--- src/rtl/wwdt_pkg.sv ---
// Package for the windowed watchdog timer: constants and carrier types
package wwdt_pkg;

  // Timing: low-power clock nominal rate and system clock
  localparam int LOW_OSC_HZ     = 31000;
  localparam int CLOCK_MHZ      = 125;
  localparam int CLOCK_NS       = 8;
  // Prescaler ratios and nominal periods
  localparam int PRE_DIV_SHORT  = 32;
  localparam int PRE_DIV_LONG   = 128;
  localparam int PERIOD_SHORT_MS = 1;
  localparam int PERIOD_LONG_MS  = 4;
  // Postscaler field
  localparam int POST_SEL_W     = 4;
  localparam int POST_SEL_LSB   = 0;
  localparam int POST_MAX_LOG2  = 15;
  // Configuration word one bit positions
  localparam int CFG_WINDOW_DIS_BIT = 6;
  localparam int CFG_PRESCALE_BIT   = 4;
  localparam int CFG_HW_EN_BIT      = 7;
  // Reset-control register bit positions
  localparam int RCR_IDLE_BIT   = 2;
  localparam int RCR_SLEEP_BIT  = 3;
  localparam int RCR_TIMEOUT_BIT = 4;
  localparam int RCR_SWEN_BIT   = 5;
  // Wishbone register offsets (byte addresses)
  localparam logic [7:0] ADDR_RCR    = 8'h00;
  localparam logic [7:0] ADDR_CFG    = 8'h04;
  localparam logic [7:0] ADDR_STATUS = 8'h08;
  localparam logic [7:0] ADDR_MASK   = 8'h0c;
  localparam logic [7:0] ADDR_COUNT  = 8'h10;
  // Reset values
  localparam logic [15:0] CFG_RESET   = 16'h008f;
  localparam logic [1:0]  MASK_RESET  = 2'h0;
  // Status event bits
  localparam int EV_TIMEOUT = 0;
  localparam int EV_EARLY   = 1;

  // Core event carrier
  typedef struct packed {
    logic clear_instr;
    logic save_sleep;
    logic save_idle;
    logic wake;
    logic clk_switch_done;
  } wwdt_core_ev_t;

  // Wishbone request carrier
  typedef struct packed {
    logic        cyc;
    logic        stb;
    logic        we;
    logic [3:0]  sel;
    logic [7:0]  adr;
    logic [31:0] dat;
  } wwdt_wb_req_t;

endpackage : wwdt_pkg

--- src/rtl/wwdt_top.sv ---
// Windowed watchdog timer with its registers on classic Wishbone
`timescale 1ns/1ps
module wwdt_top
  import wwdt_pkg::*;
#(
  parameter int PRE_LONG_W = 7
) (
  // System clock and reset
  input  wire logic                   CLOCK,
  input  wire logic                   RESET,
  // Low-power oscillator, sampled as an asynchronous input
  input  wire logic                   LOW_OSC_TICK,
  output logic                        LOW_OSC_ENABLE,
  // Core events and power state
  input  wire wwdt_pkg::wwdt_core_ev_t CORE_EV,
  input  wire logic                   IN_SLEEP,
  input  wire logic                   IN_IDLE,
  // Watchdog outputs
  output logic                        DOG_RESET_REQ,
  output logic                        DOG_WAKE,
  output logic                        IRQ,
  // Wishbone slave
  input  wire wwdt_pkg::wwdt_wb_req_t WB_REQ,
  output logic [31:0]                 WB_DAT_O,
  output logic                        WB_ACK_O
);
  import wwdt_pkg::*;

  // Timeout arithmetic assumes a seven-bit long prescaler
  if (PRE_LONG_W != 7) begin : g_bad_pre_w
    $error("PRE_LONG_W must be 7");
  end

  localparam int CNT_W = PRE_LONG_W + POST_MAX_LOG2 + 1;

  typedef struct packed {
    logic [1:0]       tick_sync;
    logic             tick_last;
    logic [1:0]       clr_sync;
    logic             clr_last;
    logic             clr_tog;
    logic [CNT_W-1:0] count;
    logic [15:0]      cfg;
    logic             sw_en;
    logic             sleep_st;
    logic             idle_st;
    logic             to_flag;
    logic [1:0]       status;
    logic [1:0]       mask;
    logic             rst_req;
    logic             wake;
    logic [31:0]      rdata;
    logic             ack;
  } wwdt_state_t;

  wwdt_state_t st;
  wwdt_state_t next_st;

  // Timeout count from prescale and postscale selection
  function automatic logic [CNT_W-1:0] limit_of(logic [15:0] c);
    logic [4:0] sh;
    sh = c[CFG_PRESCALE_BIT] ? 5'd7 : 5'd5;
    sh = sh + 5'(c[POST_SEL_LSB +: POST_SEL_W]);
    return CNT_W'(1) << sh;
  endfunction : limit_of

  // Read image of a register; unmapped offsets read as zero
  function automatic logic [31:0] read_word(logic [7:0] a, wwdt_state_t s);
    logic [31:0] w;
    w = '0;
    unique case (a)
      ADDR_RCR: begin
        w[RCR_IDLE_BIT]    = s.idle_st;
        w[RCR_SLEEP_BIT]   = s.sleep_st;
        w[RCR_TIMEOUT_BIT] = s.to_flag;
        w[RCR_SWEN_BIT]    = s.sw_en;
      end
      ADDR_CFG:    w[15:0]      = s.cfg;
      ADDR_STATUS: w[1:0]       = s.status;
      ADDR_MASK:   w[1:0]       = s.mask;
      ADDR_COUNT:  w[CNT_W-1:0] = s.count;
      default: ;
    endcase
    return w;
  endfunction : read_word

  logic             dog_on;
  logic [CNT_W-1:0] limit;
  logic             win_open;
  logic             wr;
  logic             rd_hit;
  logic             clr_ev;
  logic             base_clear;
  logic             lp_tick;

  always_comb begin
    dog_on  = st.cfg[CFG_HW_EN_BIT] | st.sw_en;
    limit   = limit_of(st.cfg);
    // Last quarter of the period: count at or above three quarters
    win_open = st.count >= (limit - (limit >> 2));
    wr     = WB_REQ.cyc & WB_REQ.stb & WB_REQ.we & ~st.ack;
    rd_hit = WB_REQ.cyc & WB_REQ.stb & ~st.ack;
    // Clear events land on the slow side through a toggle crossing
    clr_ev = st.clr_sync[1] ^ st.clr_last;
    lp_tick = st.tick_sync[1] & ~st.tick_last;
    base_clear = CORE_EV.clk_switch_done | CORE_EV.save_sleep
               | CORE_EV.save_idle | CORE_EV.wake;
  end

  always_comb begin
    logic tick;
    logic timeout;
    logic early;
    tick    = 1'b0;
    timeout = 1'b0;
    early   = 1'b0;
    next_st = st;
    next_st.ack  = rd_hit;
    next_st.wake = 1'b0;
    // Tick edge detect after the second stage only
    next_st.tick_sync = {st.tick_sync[0], LOW_OSC_TICK};
    next_st.tick_last = st.tick_sync[1];
    tick = lp_tick;
    next_st.clr_sync = {st.clr_sync[0], st.clr_tog};
    if (tick) begin
      next_st.clr_last = st.clr_sync[1];
    end
    // Clear instruction: window check happens against the live count
    if (CORE_EV.clear_instr && !st.sleep_st && !st.idle_st) begin
      if (dog_on && !st.cfg[CFG_WINDOW_DIS_BIT] && !win_open) begin
        early = 1'b1;
      end else begin
        next_st.clr_tog = ~st.clr_tog;
      end
    end
    if (CORE_EV.save_sleep) next_st.sleep_st = 1'b1;
    if (CORE_EV.save_idle)  next_st.idle_st  = 1'b1;
    if (base_clear) begin
      next_st.count = '0;
    end else if (tick && clr_ev) begin
      next_st.count = '0;
    end else if (tick && dog_on) begin
      if (st.count + CNT_W'(1) >= limit) begin
        timeout = 1'b1;
        next_st.count = '0;
      end else begin
        next_st.count = st.count + CNT_W'(1);
      end
    end
    // Register writes; hardware set beats software clear, except the sleep and idle saves, which a write overrides
    if (wr) begin
      unique case (WB_REQ.adr)
        ADDR_RCR: if (WB_REQ.sel[0]) begin
          next_st.idle_st  = WB_REQ.dat[RCR_IDLE_BIT];
          next_st.sleep_st = WB_REQ.dat[RCR_SLEEP_BIT];
          next_st.to_flag  = WB_REQ.dat[RCR_TIMEOUT_BIT];
          next_st.sw_en    = WB_REQ.dat[RCR_SWEN_BIT];
          next_st.rst_req  = 1'b0;
        end
        ADDR_CFG: begin
          if (WB_REQ.sel[0]) next_st.cfg[7:0]  = WB_REQ.dat[7:0];
          if (WB_REQ.sel[1]) next_st.cfg[15:8] = WB_REQ.dat[15:8];
        end
        ADDR_STATUS: if (WB_REQ.sel[0])
          next_st.status = st.status & ~WB_REQ.dat[1:0];
        ADDR_MASK: if (WB_REQ.sel[0])
          next_st.mask = WB_REQ.dat[1:0];
        default: ;
      endcase
    end
    // After the writes, so a same-cycle clear cannot hide an event
    if (timeout || early) begin
      if ((st.sleep_st || st.idle_st) && !early) begin
        next_st.wake = 1'b1;
      end else begin
        next_st.rst_req = 1'b1;
      end
      next_st.to_flag = 1'b1;
      next_st.status[EV_TIMEOUT] = 1'b1;
    end
    if (early) next_st.status[EV_EARLY] = 1'b1;
    next_st.rdata = read_word(WB_REQ.adr, st);
  end

  always_ff @(posedge CLOCK or posedge RESET) begin
    if (RESET) begin
      st     <= '0;
      st.cfg <= CFG_RESET;
      st.mask <= MASK_RESET;
    end else begin
      st <= next_st;
    end
  end

  assign LOW_OSC_ENABLE = dog_on;
  assign DOG_RESET_REQ = st.rst_req;
  assign DOG_WAKE      = st.wake;
  assign IRQ           = |(st.status & st.mask);
  assign WB_DAT_O      = st.rdata;
  assign WB_ACK_O      = st.ack;

  // Assertions
  a_enable_follows: assert property (@(posedge CLOCK) disable iff (RESET)
    LOW_OSC_ENABLE == (st.cfg[CFG_HW_EN_BIT] | st.sw_en))
    else $error("oscillator enable wrong");

  a_flag_sticky: assert property (@(posedge CLOCK) disable iff (RESET)
    st.to_flag && !wr |=> st.to_flag)
    else $error("timeout flag dropped");

  a_early_reset: assert property (@(posedge CLOCK) disable iff (RESET)
    CORE_EV.clear_instr && dog_on && !st.cfg[CFG_WINDOW_DIS_BIT]
    && !win_open && !st.sleep_st && !st.idle_st |=> DOG_RESET_REQ)
    else $error("early clear not reset");

  a_early_status: assert property (@(posedge CLOCK) disable iff (RESET)
    CORE_EV.clear_instr && dog_on && !st.cfg[CFG_WINDOW_DIS_BIT]
    && !win_open && !st.sleep_st && !st.idle_st
    |=> st.status[EV_EARLY])
    else $error("early clear not logged");

  a_window_clear: assert property (@(posedge CLOCK) disable iff (RESET)
    CORE_EV.clear_instr && !st.sleep_st && !st.idle_st
    && (win_open || st.cfg[CFG_WINDOW_DIS_BIT])
    |=> st.clr_tog != $past(st.clr_tog))
    else $error("allowed clear not taken");

  a_no_window: assert property (@(posedge CLOCK) disable iff (RESET)
    CORE_EV.clear_instr && st.cfg[CFG_WINDOW_DIS_BIT]
    |=> !$rose(st.status[EV_EARLY]))
    else $error("early clear with window off");

  // Clears during power save would hide a stuck core
  a_save_ignores: assert property (@(posedge CLOCK) disable iff (RESET)
    CORE_EV.clear_instr && (st.sleep_st || st.idle_st)
    |=> $stable(st.clr_tog))
    else $error("clear taken in power save");

  a_clear_lands: assert property (@(posedge CLOCK) disable iff (RESET)
    lp_tick && clr_ev |=> st.count == '0)
    else $error("clear did not zero count");

  a_switch_clear: assert property (@(posedge CLOCK) disable iff (RESET)
    CORE_EV.clk_switch_done |=> st.count == '0)
    else $error("switch did not zero count");

  a_count_step: assert property (@(posedge CLOCK) disable iff (RESET)
    lp_tick && dog_on && !base_clear && !clr_ev
    && (st.count + CNT_W'(1) < limit)
    |=> st.count == $past(st.count) + CNT_W'(1))
    else $error("count did not step");

  a_run_timeout: assert property (@(posedge CLOCK) disable iff (RESET)
    lp_tick && dog_on && !base_clear && !clr_ev
    && (st.count + CNT_W'(1) >= limit) && !st.sleep_st && !st.idle_st
    |=> DOG_RESET_REQ && st.to_flag)
    else $error("running timeout missed");

  a_req_flag: assert property (@(posedge CLOCK) disable iff (RESET)
    $rose(DOG_RESET_REQ) |-> st.to_flag && st.status[EV_TIMEOUT])
    else $error("request without flag");

  a_wake_flag: assert property (@(posedge CLOCK) disable iff (RESET)
    DOG_WAKE |-> st.to_flag && !$rose(DOG_RESET_REQ))
    else $error("wake without flag or with reset");

  a_wake_pulse: assert property (@(posedge CLOCK) disable iff (RESET)
    DOG_WAKE |=> !DOG_WAKE)
    else $error("wake longer than a cycle");

  a_off_quiet: assert property (@(posedge CLOCK) disable iff (RESET)
    !dog_on |=> !$rose(DOG_RESET_REQ))
    else $error("request while disabled");

  a_sleep_track: assert property (@(posedge CLOCK) disable iff (RESET)
    CORE_EV.save_sleep && !wr |=> st.sleep_st)
    else $error("sleep state not kept");

  a_idle_track: assert property (@(posedge CLOCK) disable iff (RESET)
    CORE_EV.save_idle && !wr |=> st.idle_st)
    else $error("idle state not kept");

  a_ack_cause: assert property (@(posedge CLOCK) disable iff (RESET)
    WB_ACK_O |-> $past(WB_REQ.cyc && WB_REQ.stb))
    else $error("ack without request");

  a_power_clear: assert property (@(posedge CLOCK) disable iff (RESET)
    base_clear |=> st.count == '0)
    else $error("counter not cleared");
  a_count_bound: assert property (@(posedge CLOCK) disable iff (RESET)
    st.count < limit || $changed(st.cfg))
    else $error("counter past limit");
  a_sleep_wake: assert property (@(posedge CLOCK) disable iff (RESET)
    DOG_WAKE |-> $past(st.sleep_st) || $past(st.idle_st))
    else $error("wake outside power save");
  a_off_hold: assert property (@(posedge CLOCK) disable iff (RESET)
    !dog_on && !base_clear && !clr_ev |=> $stable(st.count))
    else $error("counter ran while off");
  a_ack_drop: assert property (@(posedge CLOCK) disable iff (RESET)
    WB_ACK_O |=> !WB_ACK_O)
    else $error("ack held");
  c_timeout: cover property (@(posedge CLOCK) disable iff (RESET)
    DOG_RESET_REQ);
  c_wake: cover property (@(posedge CLOCK) disable iff (RESET) DOG_WAKE);
  c_irq: cover property (@(posedge CLOCK) disable iff (RESET) IRQ);
  c_early: cover property (@(posedge CLOCK) disable iff (RESET)
    $rose(st.status[EV_EARLY]));
  c_window_clear: cover property (@(posedge CLOCK) disable iff (RESET)
    CORE_EV.clear_instr && win_open && !st.cfg[CFG_WINDOW_DIS_BIT]);

endmodule : wwdt_top

--- config.mk ---
export PLATFORM = sky130hd
export DESIGN_NAME = wwdt_top
export DESIGN_NICKNAME = d
export VERILOG_FILES = /design/src/rtl/wwdt_pkg.sv /design/src/rtl/wwdt_top.sv
export SDC_FILE = /design/constraint.sdc
export NUM_CORES = 1
export LEC_CHECK = 0
export ABC_AREA = 0
export ABC_CLOCK_PERIOD_IN_PS = 4600
export BUFFER_PORTS_ARGS = -buffer_cell sky130_fd_sc_hd__buf_2
export CELL_PAD_IN_SITES_DETAIL_PLACEMENT = 1
export CELL_PAD_IN_SITES_GLOBAL_PLACEMENT = 2
export CORE_MARGIN = 2
export CORE_UTILIZATION = 33
export CTS_CLUSTER_SIZE = 14
export DETAILED_ROUTE_END_ITERATION = 16
export GPL_TIMING_DRIVEN = 0
export PLACE_DENSITY = 0.87
export SYNTH_ARGS = -nofsm -noshare
export SYNTH_HDL_FRONTEND = slang
export SYNTH_SLANG_ARGS = --single-unit
--- constraint.sdc ---
create_clock -name CLOCK -period 4.6 [get_ports CLOCK]
set_input_delay 0.92 -clock CLOCK [delete_from_list [all_inputs] [get_ports CLOCK]]
set_output_delay 0.92 -clock CLOCK [all_outputs]
set_load 0.05 [all_outputs]
==> flow_metrics.env, run 1 <==
export IMPL_hpwl_mm=14.5
export IMPL_avgSynthCellArea_um2=9.52
export IMPL_overflow=0
export IMPL_vias=5491
export IMPL_async_flop_share=1.00
export IMPL_finalClockSkew_ps=9.01
export IMPL_antenna_found_initial=0
export IMPL_setup_violations_final=5
export IMPL_path_buf_inv=3
export IMPL_routed_wl_mm=19.1
export IMPL_fill_cells=2149
export IMPL_arrival_ps=5140
export IMPL_grt_max_degree=69
export IMPL_cp_data_required_time_ps=4820
export IMPL_drt_iter0_markers=232
export IMPL_fin_ws_ps=-318
export IMPL_rows=50
export IMPL_final_max_slew_viol_count=0
export IMPL_seq_area_um2=2010
export IMPL_max_slew_margin=0.614
export IMPL_synth_area_um2=6320
export IMPL_multi_input_area_um2=4400
export IMPL_synth_distinct_cells=72
export IMPL_final_common_cell="dfrtp_1"
export IMPL_ys_flop_type="dfrtp_1"
export IMPL_crit_chain="ha_4 -> buf_8 -> nor4b_4 -> nor2_1 -> or2_4 -> ha_4 -> a211oi_4 -> nand2_2 -> a2111oi_4 -> buf_4 -> nor2_4 -> a31oi_4 -> xor2_1 -> ha_1 -> nand4_1 -> buf_4 -> nor3_4 -> a211oi_4 -> a41oi_2 -> or3b_4 -> a211o_1"
export IMPL_initial_core_util=0.337
export IMPL_crit_type="flip-flop to flip-flop"
export IMPL_leakage_nw=4.03
export IMPL_yosysSeqAreaShare=0.318
export IMPL_io_pins=94
export IMPL_drv_cap=0
export IMPL_cts_sinks=80
export IMPL_grt_setup_unrepaired="true"
export IMPL_timing_hold_violations_final=0
export IMPL_cts_buffer_depth=2
export IMPL_critical_path_max_stage_delay_ps=550
export IMPL_ys_ff_latch=80
export IMPL_critPathMaxFanout=5
export IMPL_finalSetupTns_ps=-1100
export IMPL_stdcell_area_um2=8090
export IMPL_io_buffers=63
export IMPL_drive_gt1_frac=0.321
export IMPL_die_area_um2=20300
export IMPL_htree_levels=3
export IMPL_p_sw_frac=0.242
export IMPL_grt_pass1_vias=5530
export IMPL_coreArea_um2=18800
export IMPL_fmax_mhz=203
export IMPL_cp_slowest_cell="dfstp_2"
export IMPL_place_area_um2=7090
export IMPL_clockPowerShare=0.459
export IMPL_cts_root_buf="clkbuf_16"
export IMPL_power_switching_mw=0.438
export IMPL_cts_tree="built"
export IMPL_end_kind="flip-flop"
export IMPL_ys_warnings_count=0
export IMPL_grt_pass1_wl_mm=29.6
export IMPL_violations="setup timing"
export IMPL_synth_edf_count=0
export IMPL_worst_pin_slew_ps=579
export IMPL_reg2reg_slack_ps=-320
export IMPL_ir_drop_v=0.000177
export IMPL_nets=916
export IMPL_pwr_share_seq=0.394
export IMPL_drt_pass1_iter_count=4
export IMPL_diodes=0
export IMPL_status="finished with violations"
export IMPL_hp_class="flip-flop to flip-flop"
export IMPL_numCtsBuffers=9
export IMPL_drc=0
export IMPL_cp_top_family="simple AND/OR/NAND/NOR gates"
export IMPL_clkTransAtPathRegs_ps=60
export IMPL_clk_latency_ps=340
export IMPL_ant_nets=0
export IMPL_fp_dieW_um=142
export IMPL_syn2layout_area_growth_pct=27.9
export IMPL_finalCriticalPeriod_ps=4920
export IMPL_pwr_share_comb=0.147
export IMPL_die_h_um=142
export IMPL_via_per_inst=5.34
export IMPL_grtUsageTotal=0.186
export IMPL_power_density_nw_per_um2=224
export IMPL_gp_congestion=0.807
export IMPL_wire_per_inst_um=18.6
export IMPL_internal_power_mw=1.37
export IMPL_layout_common_cells="dfrtp_1, buf_2, buf_4"
export IMPL_crit_path_start_kind="flip-flop"
export IMPL_synth_cells=664
export IMPL_fin_crit_sh=1.07
synth_stat cells, types with 3 or more instances:
| library cell | n | area share |
|---|---|---|
| buf_4 | 32 | 0.038 |
| a31oi_1 | 5 | 0.0049 |
| o31ai_1 | 3 | 0.0036 |
| o21ai_0 | 11 | 0.0087 |
| nand2_1 | 52 | 0.031 |
| o21a_1 | 5 | 0.0059 |
| xnor2_1 | 22 | 0.030 |
| a21o_1 | 15 | 0.018 |
| a211o_1 | 5 | 0.0069 |
| inv_1 | 26 | 0.015 |
| or3_1 | 5 | 0.0049 |
| and2_1 | 9 | 0.0089 |
| dfstp_2 | 5 | 0.021 |
| nand4_1 | 18 | 0.018 |
| o211ai_1 | 5 | 0.0059 |
| and4_1 | 8 | 0.011 |
| buf_2 | 3 | 0.0024 |
| a22o_1 | 31 | 0.043 |
| ha_1 | 68 | 0.13 |
| xor2_1 | 16 | 0.022 |
| nand2b_1 | 11 | 0.011 |
| nor2_1 | 26 | 0.015 |
| nor4_1 | 3 | 0.0030 |
| nor3_1 | 10 | 0.0079 |
| nand3_1 | 18 | 0.014 |
| dfrtp_1 | 75 | 0.30 |
| a21oi_1 | 34 | 0.027 |
| a22oi_1 | 5 | 0.0059 |
| and3_1 | 8 | 0.0079 |
| nand3b_1 | 7 | 0.0083 |
| nor2b_1 | 10 | 0.0099 |
| a211oi_1 | 25 | 0.030 |
| clkbuf_1 | 13 | 0.0077 |
| mux2_2 | 21 | 0.037 |
| or2_2 | 4 | 0.0040 |
power by group through the flow:
stage          combinational [mW]  sequential (mW)  clock (mW)
6_report                    0.267            0.713       0.830
5_1_grt                     0.293            0.713       0.865
4_1_cts                     0.227            0.713       0.845
2_1_floorplan               0.142            0.727           0
3_5_place_dp                0.201            0.726           0
3_3_place_gp                0.194            0.726           0
kinds of logic (layout without fill, tap and decap cells):
family / count (synthesis) / count (layout) / share of synthesized area
adders and majority gates: 69 / 69 / 0.138
other: 2 / 24 / 0.00119
AOI/OAI and AO/OA: 165 / 165 / 0.193
muxes: 23 / 23 / 0.0406
DFF: 80 / 80 / 0.318
buffers and inverters: 77 / 186 / 0.0677
and+or+nand+nor: 210 / 210 / 0.190
xor gates and xnor gates: 38 / 38 / 0.0526
metal layers:
| metal | track usage | vias to the layer above | share of wire |
|---|---|---|---|
| met1 | 0.236 | 2695 | 0.44 |
| li1 | - | 2659 | - |
| met2 | 0.332 | 112 | 0.50 |
| met4 | 0.0568 | 0 | 0.025 |
| met5 | 0 | - | 0 |
| met3 | 0.0178 | 25 | 0.030 |
what timing repair did:
item / CTS / global route
hold buffers: 0 / 0
endpoints found under the setup margin: 6 / 6
pin swaps: 33 / 29
resized for setup: 49 / 40
setup buffers: 19 / 11
cloned: 1 / 0
worst paths after layout:
path	startpoint	to	cells past startpoint
min in group asynchronous	RESET	WB_DAT_O[3]$_DFF_PP0_	2
worst min-delay path	next_st[85]$_DFF_PP0_	st[85]$_DFF_PP0_	0
worst max register to register	st[44]$_DFFE_PP1P_	st[39]$_DFFE_PP0P_	21
worst min register to register	next_st[85]$_DFF_PP0_	st[85]$_DFF_PP0_	0
max in group asynchronous	RESET	st[44]$_DFFE_PP1P_	3
worst max-delay path	st[44]$_DFFE_PP1P_	st[39]$_DFFE_PP0P_	21
stage by stage:
stage	hold slack [ps]	util	worst slack [ps]	total power, mW	cells
final	350	0.431	-318	1.81	1029
after global routing	356	0.431	-511	1.87	1029
after CTS	351	0.417	-362	1.78	1019
after detailed placement	336	0.378	-1160	0.927	984
after global placement	334	0.376	-1180	0.919	983
after floorplan	331	-	26.8	0.868	686
layout make-up:
cell class,instances,share of cell area
multi-input cells,529,0.544
flip-flops and latches,80,0.248
repair buffers,95,0.0721
plain buffers,49,0.0444
well taps,234,0.0362
clock buffers,11,0.0300
clock inverters,5,0.0128
inverters,26,0.0124
sequential cells by signal (all words and copies together) (netlist names):
signal and flops:
st 50, WB_DAT_O 23, next_st 4, DOG_RESET_REQ 1
DOG_WAKE 1, WB_ACK_O 1
(Power assumes the default switching activity.)
==> inputs of run 2 (changes only) <==
- ABC_AREA: 0 -> 1
- CORE_UTILIZATION: 33 -> 30
- PLACE_DENSITY: 0.87 -> 0.86
==> flow_metrics.env, run 2 <==
export IMPL_synth_edf_count=0
export IMPL_synth_distinct_cells=49
export IMPL_io_pins=94
export IMPL_arrival_ps=4640
export IMPL_largest_reg_flops=50
export IMPL_drc=0
export IMPL_grt_pass1_vias=6144
export IMPL_setup_violations_final=0
export IMPL_ys_top_cells_by_count="nand2_1, inv_1, nor2_1"
export IMPL_clkTransAtPathRegs_ps=60
export IMPL_hpwl_mm=15.9
export IMPL_min_from="next_st[88]$_DFF_PP0_"
export IMPL_cts_tree="built"
export IMPL_pwr_share_seq=0.452
export IMPL_wl_met3_um=471
export IMPL_routed_wl_mm=19.5
export IMPL_power_density_nw_per_um2=204
export IMPL_htree_levels=3
export IMPL_diodes=0
export IMPL_synth_top_area_share=0.294
export IMPL_r2r_cells=29
export IMPL_layout_common_cells="nand2_1, inv_1, dfrtp_1"
export IMPL_grtUsageTotal=0.180
export IMPL_worst_pin_slew_ps=770
export IMPL_rows=53
export IMPL_crit_path_start_kind="flip-flop"
export IMPL_status="finished clean"
export IMPL_coreArea_um2=21000
export IMPL_wl_met1_mm=9.12
export IMPL_nets=1094
export IMPL_synth_cells=863
export IMPL_drive_gt1_frac=0.215
export IMPL_async_flop_share=1.00
export IMPL_drt_pass1_iter_count=5
export IMPL_syn2layout_area_growth_pct=21.6
export IMPL_fmax_mhz=229
export IMPL_finalCriticalPeriod_ps=4380
export IMPL_die_h_um=150
export IMPL_reg2reg_to="DOG_WAKE$_DFF_PP0_"
export IMPL_cts_buffer_depth=2
export IMPL_hold_depth=0
export IMPL_yosysMostFrequentCell="nand2_1"
export IMPL_drt_iter0_markers=314
export IMPL_p_sw_frac=0.267
export IMPL_grt_pass1_wl_mm=31.7
export IMPL_leakage_nw=4.13
export IMPL_placed_cells=1225
export IMPL_min_to="next_st[86]$_DFF_PP0_"
export IMPL_ys_top_cells_by_area="dfrtp_1, ha_1, nand2_1"
export IMPL_max_slew_margin=0.482
export IMPL_yosysSeqAreaShare=0.314
export IMPL_reg2reg_slack_ps=220
export IMPL_ys_warnings_count=0
export IMPL_whs_ps=347
export IMPL_initial_core_util=0.305
export IMPL_antenna_found_initial=0
export IMPL_regMostFlops="st"
export IMPL_internal_power_mw=1.16
export IMPL_clk_latency_ps=340
export IMPL_finalClockSkew_ps=4.93
export IMPL_hp_class="flip-flop to flip-flop"
export IMPL_grt_max_degree=67
export IMPL_crit_type="flip-flop to flip-flop"
export IMPL_critical_path_max_stage_delay_ps=570
export IMPL_cp_slowest_cell="dfstp_2"
export IMPL_die_area_um2=22500
export IMPL_clockPowerShare=0.420
export IMPL_pwr_share_comb=0.128
export IMPL_io_buffers=64
export IMPL_synth_area_um2=6390
export IMPL_highest_layer="met4"
export IMPL_critPathMaxFanout=7
export IMPL_via_per_inst=4.76
export IMPL_drv_cap=0
export IMPL_yosys_area_top_type="dfrtp_1"
export IMPL_worst_path_most_repeated_cell="nand2_1"
export IMPL_finalNonFillerCells=1248
export IMPL_fin_crit_sh=0.951
export IMPL_avgSynthCellArea_um2=7.40
export IMPL_end_kind="flip-flop"
export IMPL_ctsHoldBuffers=0
export IMPL_ys_ff_latch=80
export IMPL_met2_length_mm=9.68
export IMPL_wire_per_inst_um=15.6
export IMPL_power_switching_mw=0.423
export IMPL_fp_dieW_um=150
export IMPL_r2r_start="st[44]$_DFFE_PP1P_"
export IMPL_vias=5939
export IMPL_ant_nets=0
export IMPL_cts_root_buf="clkbuf_16"
export IMPL_startpoint="st[44]$_DFFE_PP1P_"
export IMPL_ir_drop_v=0.000155
export IMPL_ys_flop_type="dfrtp_1"
export IMPL_numCtsBuffers=9
export IMPL_final_max_slew_viol_count=0
export IMPL_cts_sinks=80
export IMPL_overflow=0
export IMPL_final_common_cell="nand2_1"
export IMPL_gp_congestion=0.814
export IMPL_cp_data_required_time_ps=4860
export IMPL_timing_hold_violations_final=0
==> run 2: cell types whose count changed in the layout (fill, tap and decap cells not counted), moves of 11 or more <==
cell / change
nand2_1: +157
inv_1: +73
nor2_1: +49
a22o_1: -30
buf_4: -21
nand3_1: +19
o21ai_1: +18
mux2_2: -17
xor2_1: +14
o21ai_0: +13
a211oi_2: -12
a211oi_1: -11
nand2b_1: -11
xnor2_1: -11
==> run 2: what timing repair did <==
item | CTS | global route
buffers inserted | 1 | 6
endpoints found under the hold margin | 0 | 0
resized for setup | 23 | 44
pin swaps | 2 | 14
endpoints found under the setup margin | 6 | 6
==> run 2: worst max path at each step <==
stage | to
final | DOG_WAKE$_DFF_PP0_
after global routing | DOG_WAKE$_DFF_PP0_
after CTS | DOG_WAKE$_DFF_PP0_
after detailed placement | DOG_WAKE$_DFF_PP0_
after global placement | DOG_WAKE$_DFF_PP0_
after floorplan | st[37]$_DFFE_PP0P_
==> run 2: cells by family after synthesis <==
kind of cell,synth area share
AND/OR/NAND/NOR,0.274
other,0.00118
AO/OA/AOI/OAI,0.0979
buffers and inverters,0.109
multiplexers,0.0157
XOR/XNOR,0.0521
adder cells (fa/ha/maj),0.136
flip-flops,0.314
==> run 2: per-stage QoR <==
stage               utilization  setup WS [ps]  cell area, um^2  power, mW  TNS, ps
floorplan                     -            758             6470      0.862        0
global placement          0.341           -329             7140      0.911    -1150
detailed placement        0.342           -437             7170      0.918    -1790
CTS                       0.361        0.00355             7560       1.59        0
global route              0.371          -66.2             7770       1.65     -132
finish                    0.371            224             7770       1.58        0
==> run 2: worst max-delay path, delay by kind of cell (launching register included) <==
kind / cells / cell delay [ps]
fa+ha+maj: 3 / 840
compound gates: 4 / 560
simple gates: 19 / 1990
buf+inv: 3 / 340
flops: 1 / 570
==> run 2: layer usage <==
| metal | vias up | GRT usage |
|---|---|---|
| met5 | - | 0 |
| met2 | 76 | 0.313 |
| met3 | 20 | 0.0256 |
| met1 | 2859 | 0.239 |
| li1 | 2984 | - |
| met4 | 0 | 0.0358 |
==> run 2: cell type report <==
class / instances / area (um^2)
clock inverters: 6 / 35.0
plain buffers: 44 / 294
repair buffers: 72 / 400
clock buffers: 10 / 239
multi-input cells: 654 / 4040
inverters: 107 / 404
flip-flops and latches: 80 / 2010
well taps: 275 / 344
fillers: 2655 / 13200
==> run 2: power groups by stage <==
stage	clock, mW	combinational (mW)	sequential [mW]
6_report	0.665	0.203	0.716
2_1_floorplan	0	0.133	0.728
3_5_place_dp	0	0.190	0.728
4_1_cts	0.680	0.191	0.715
3_3_place_gp	0	0.183	0.728
5_1_grt	0.708	0.230	0.716
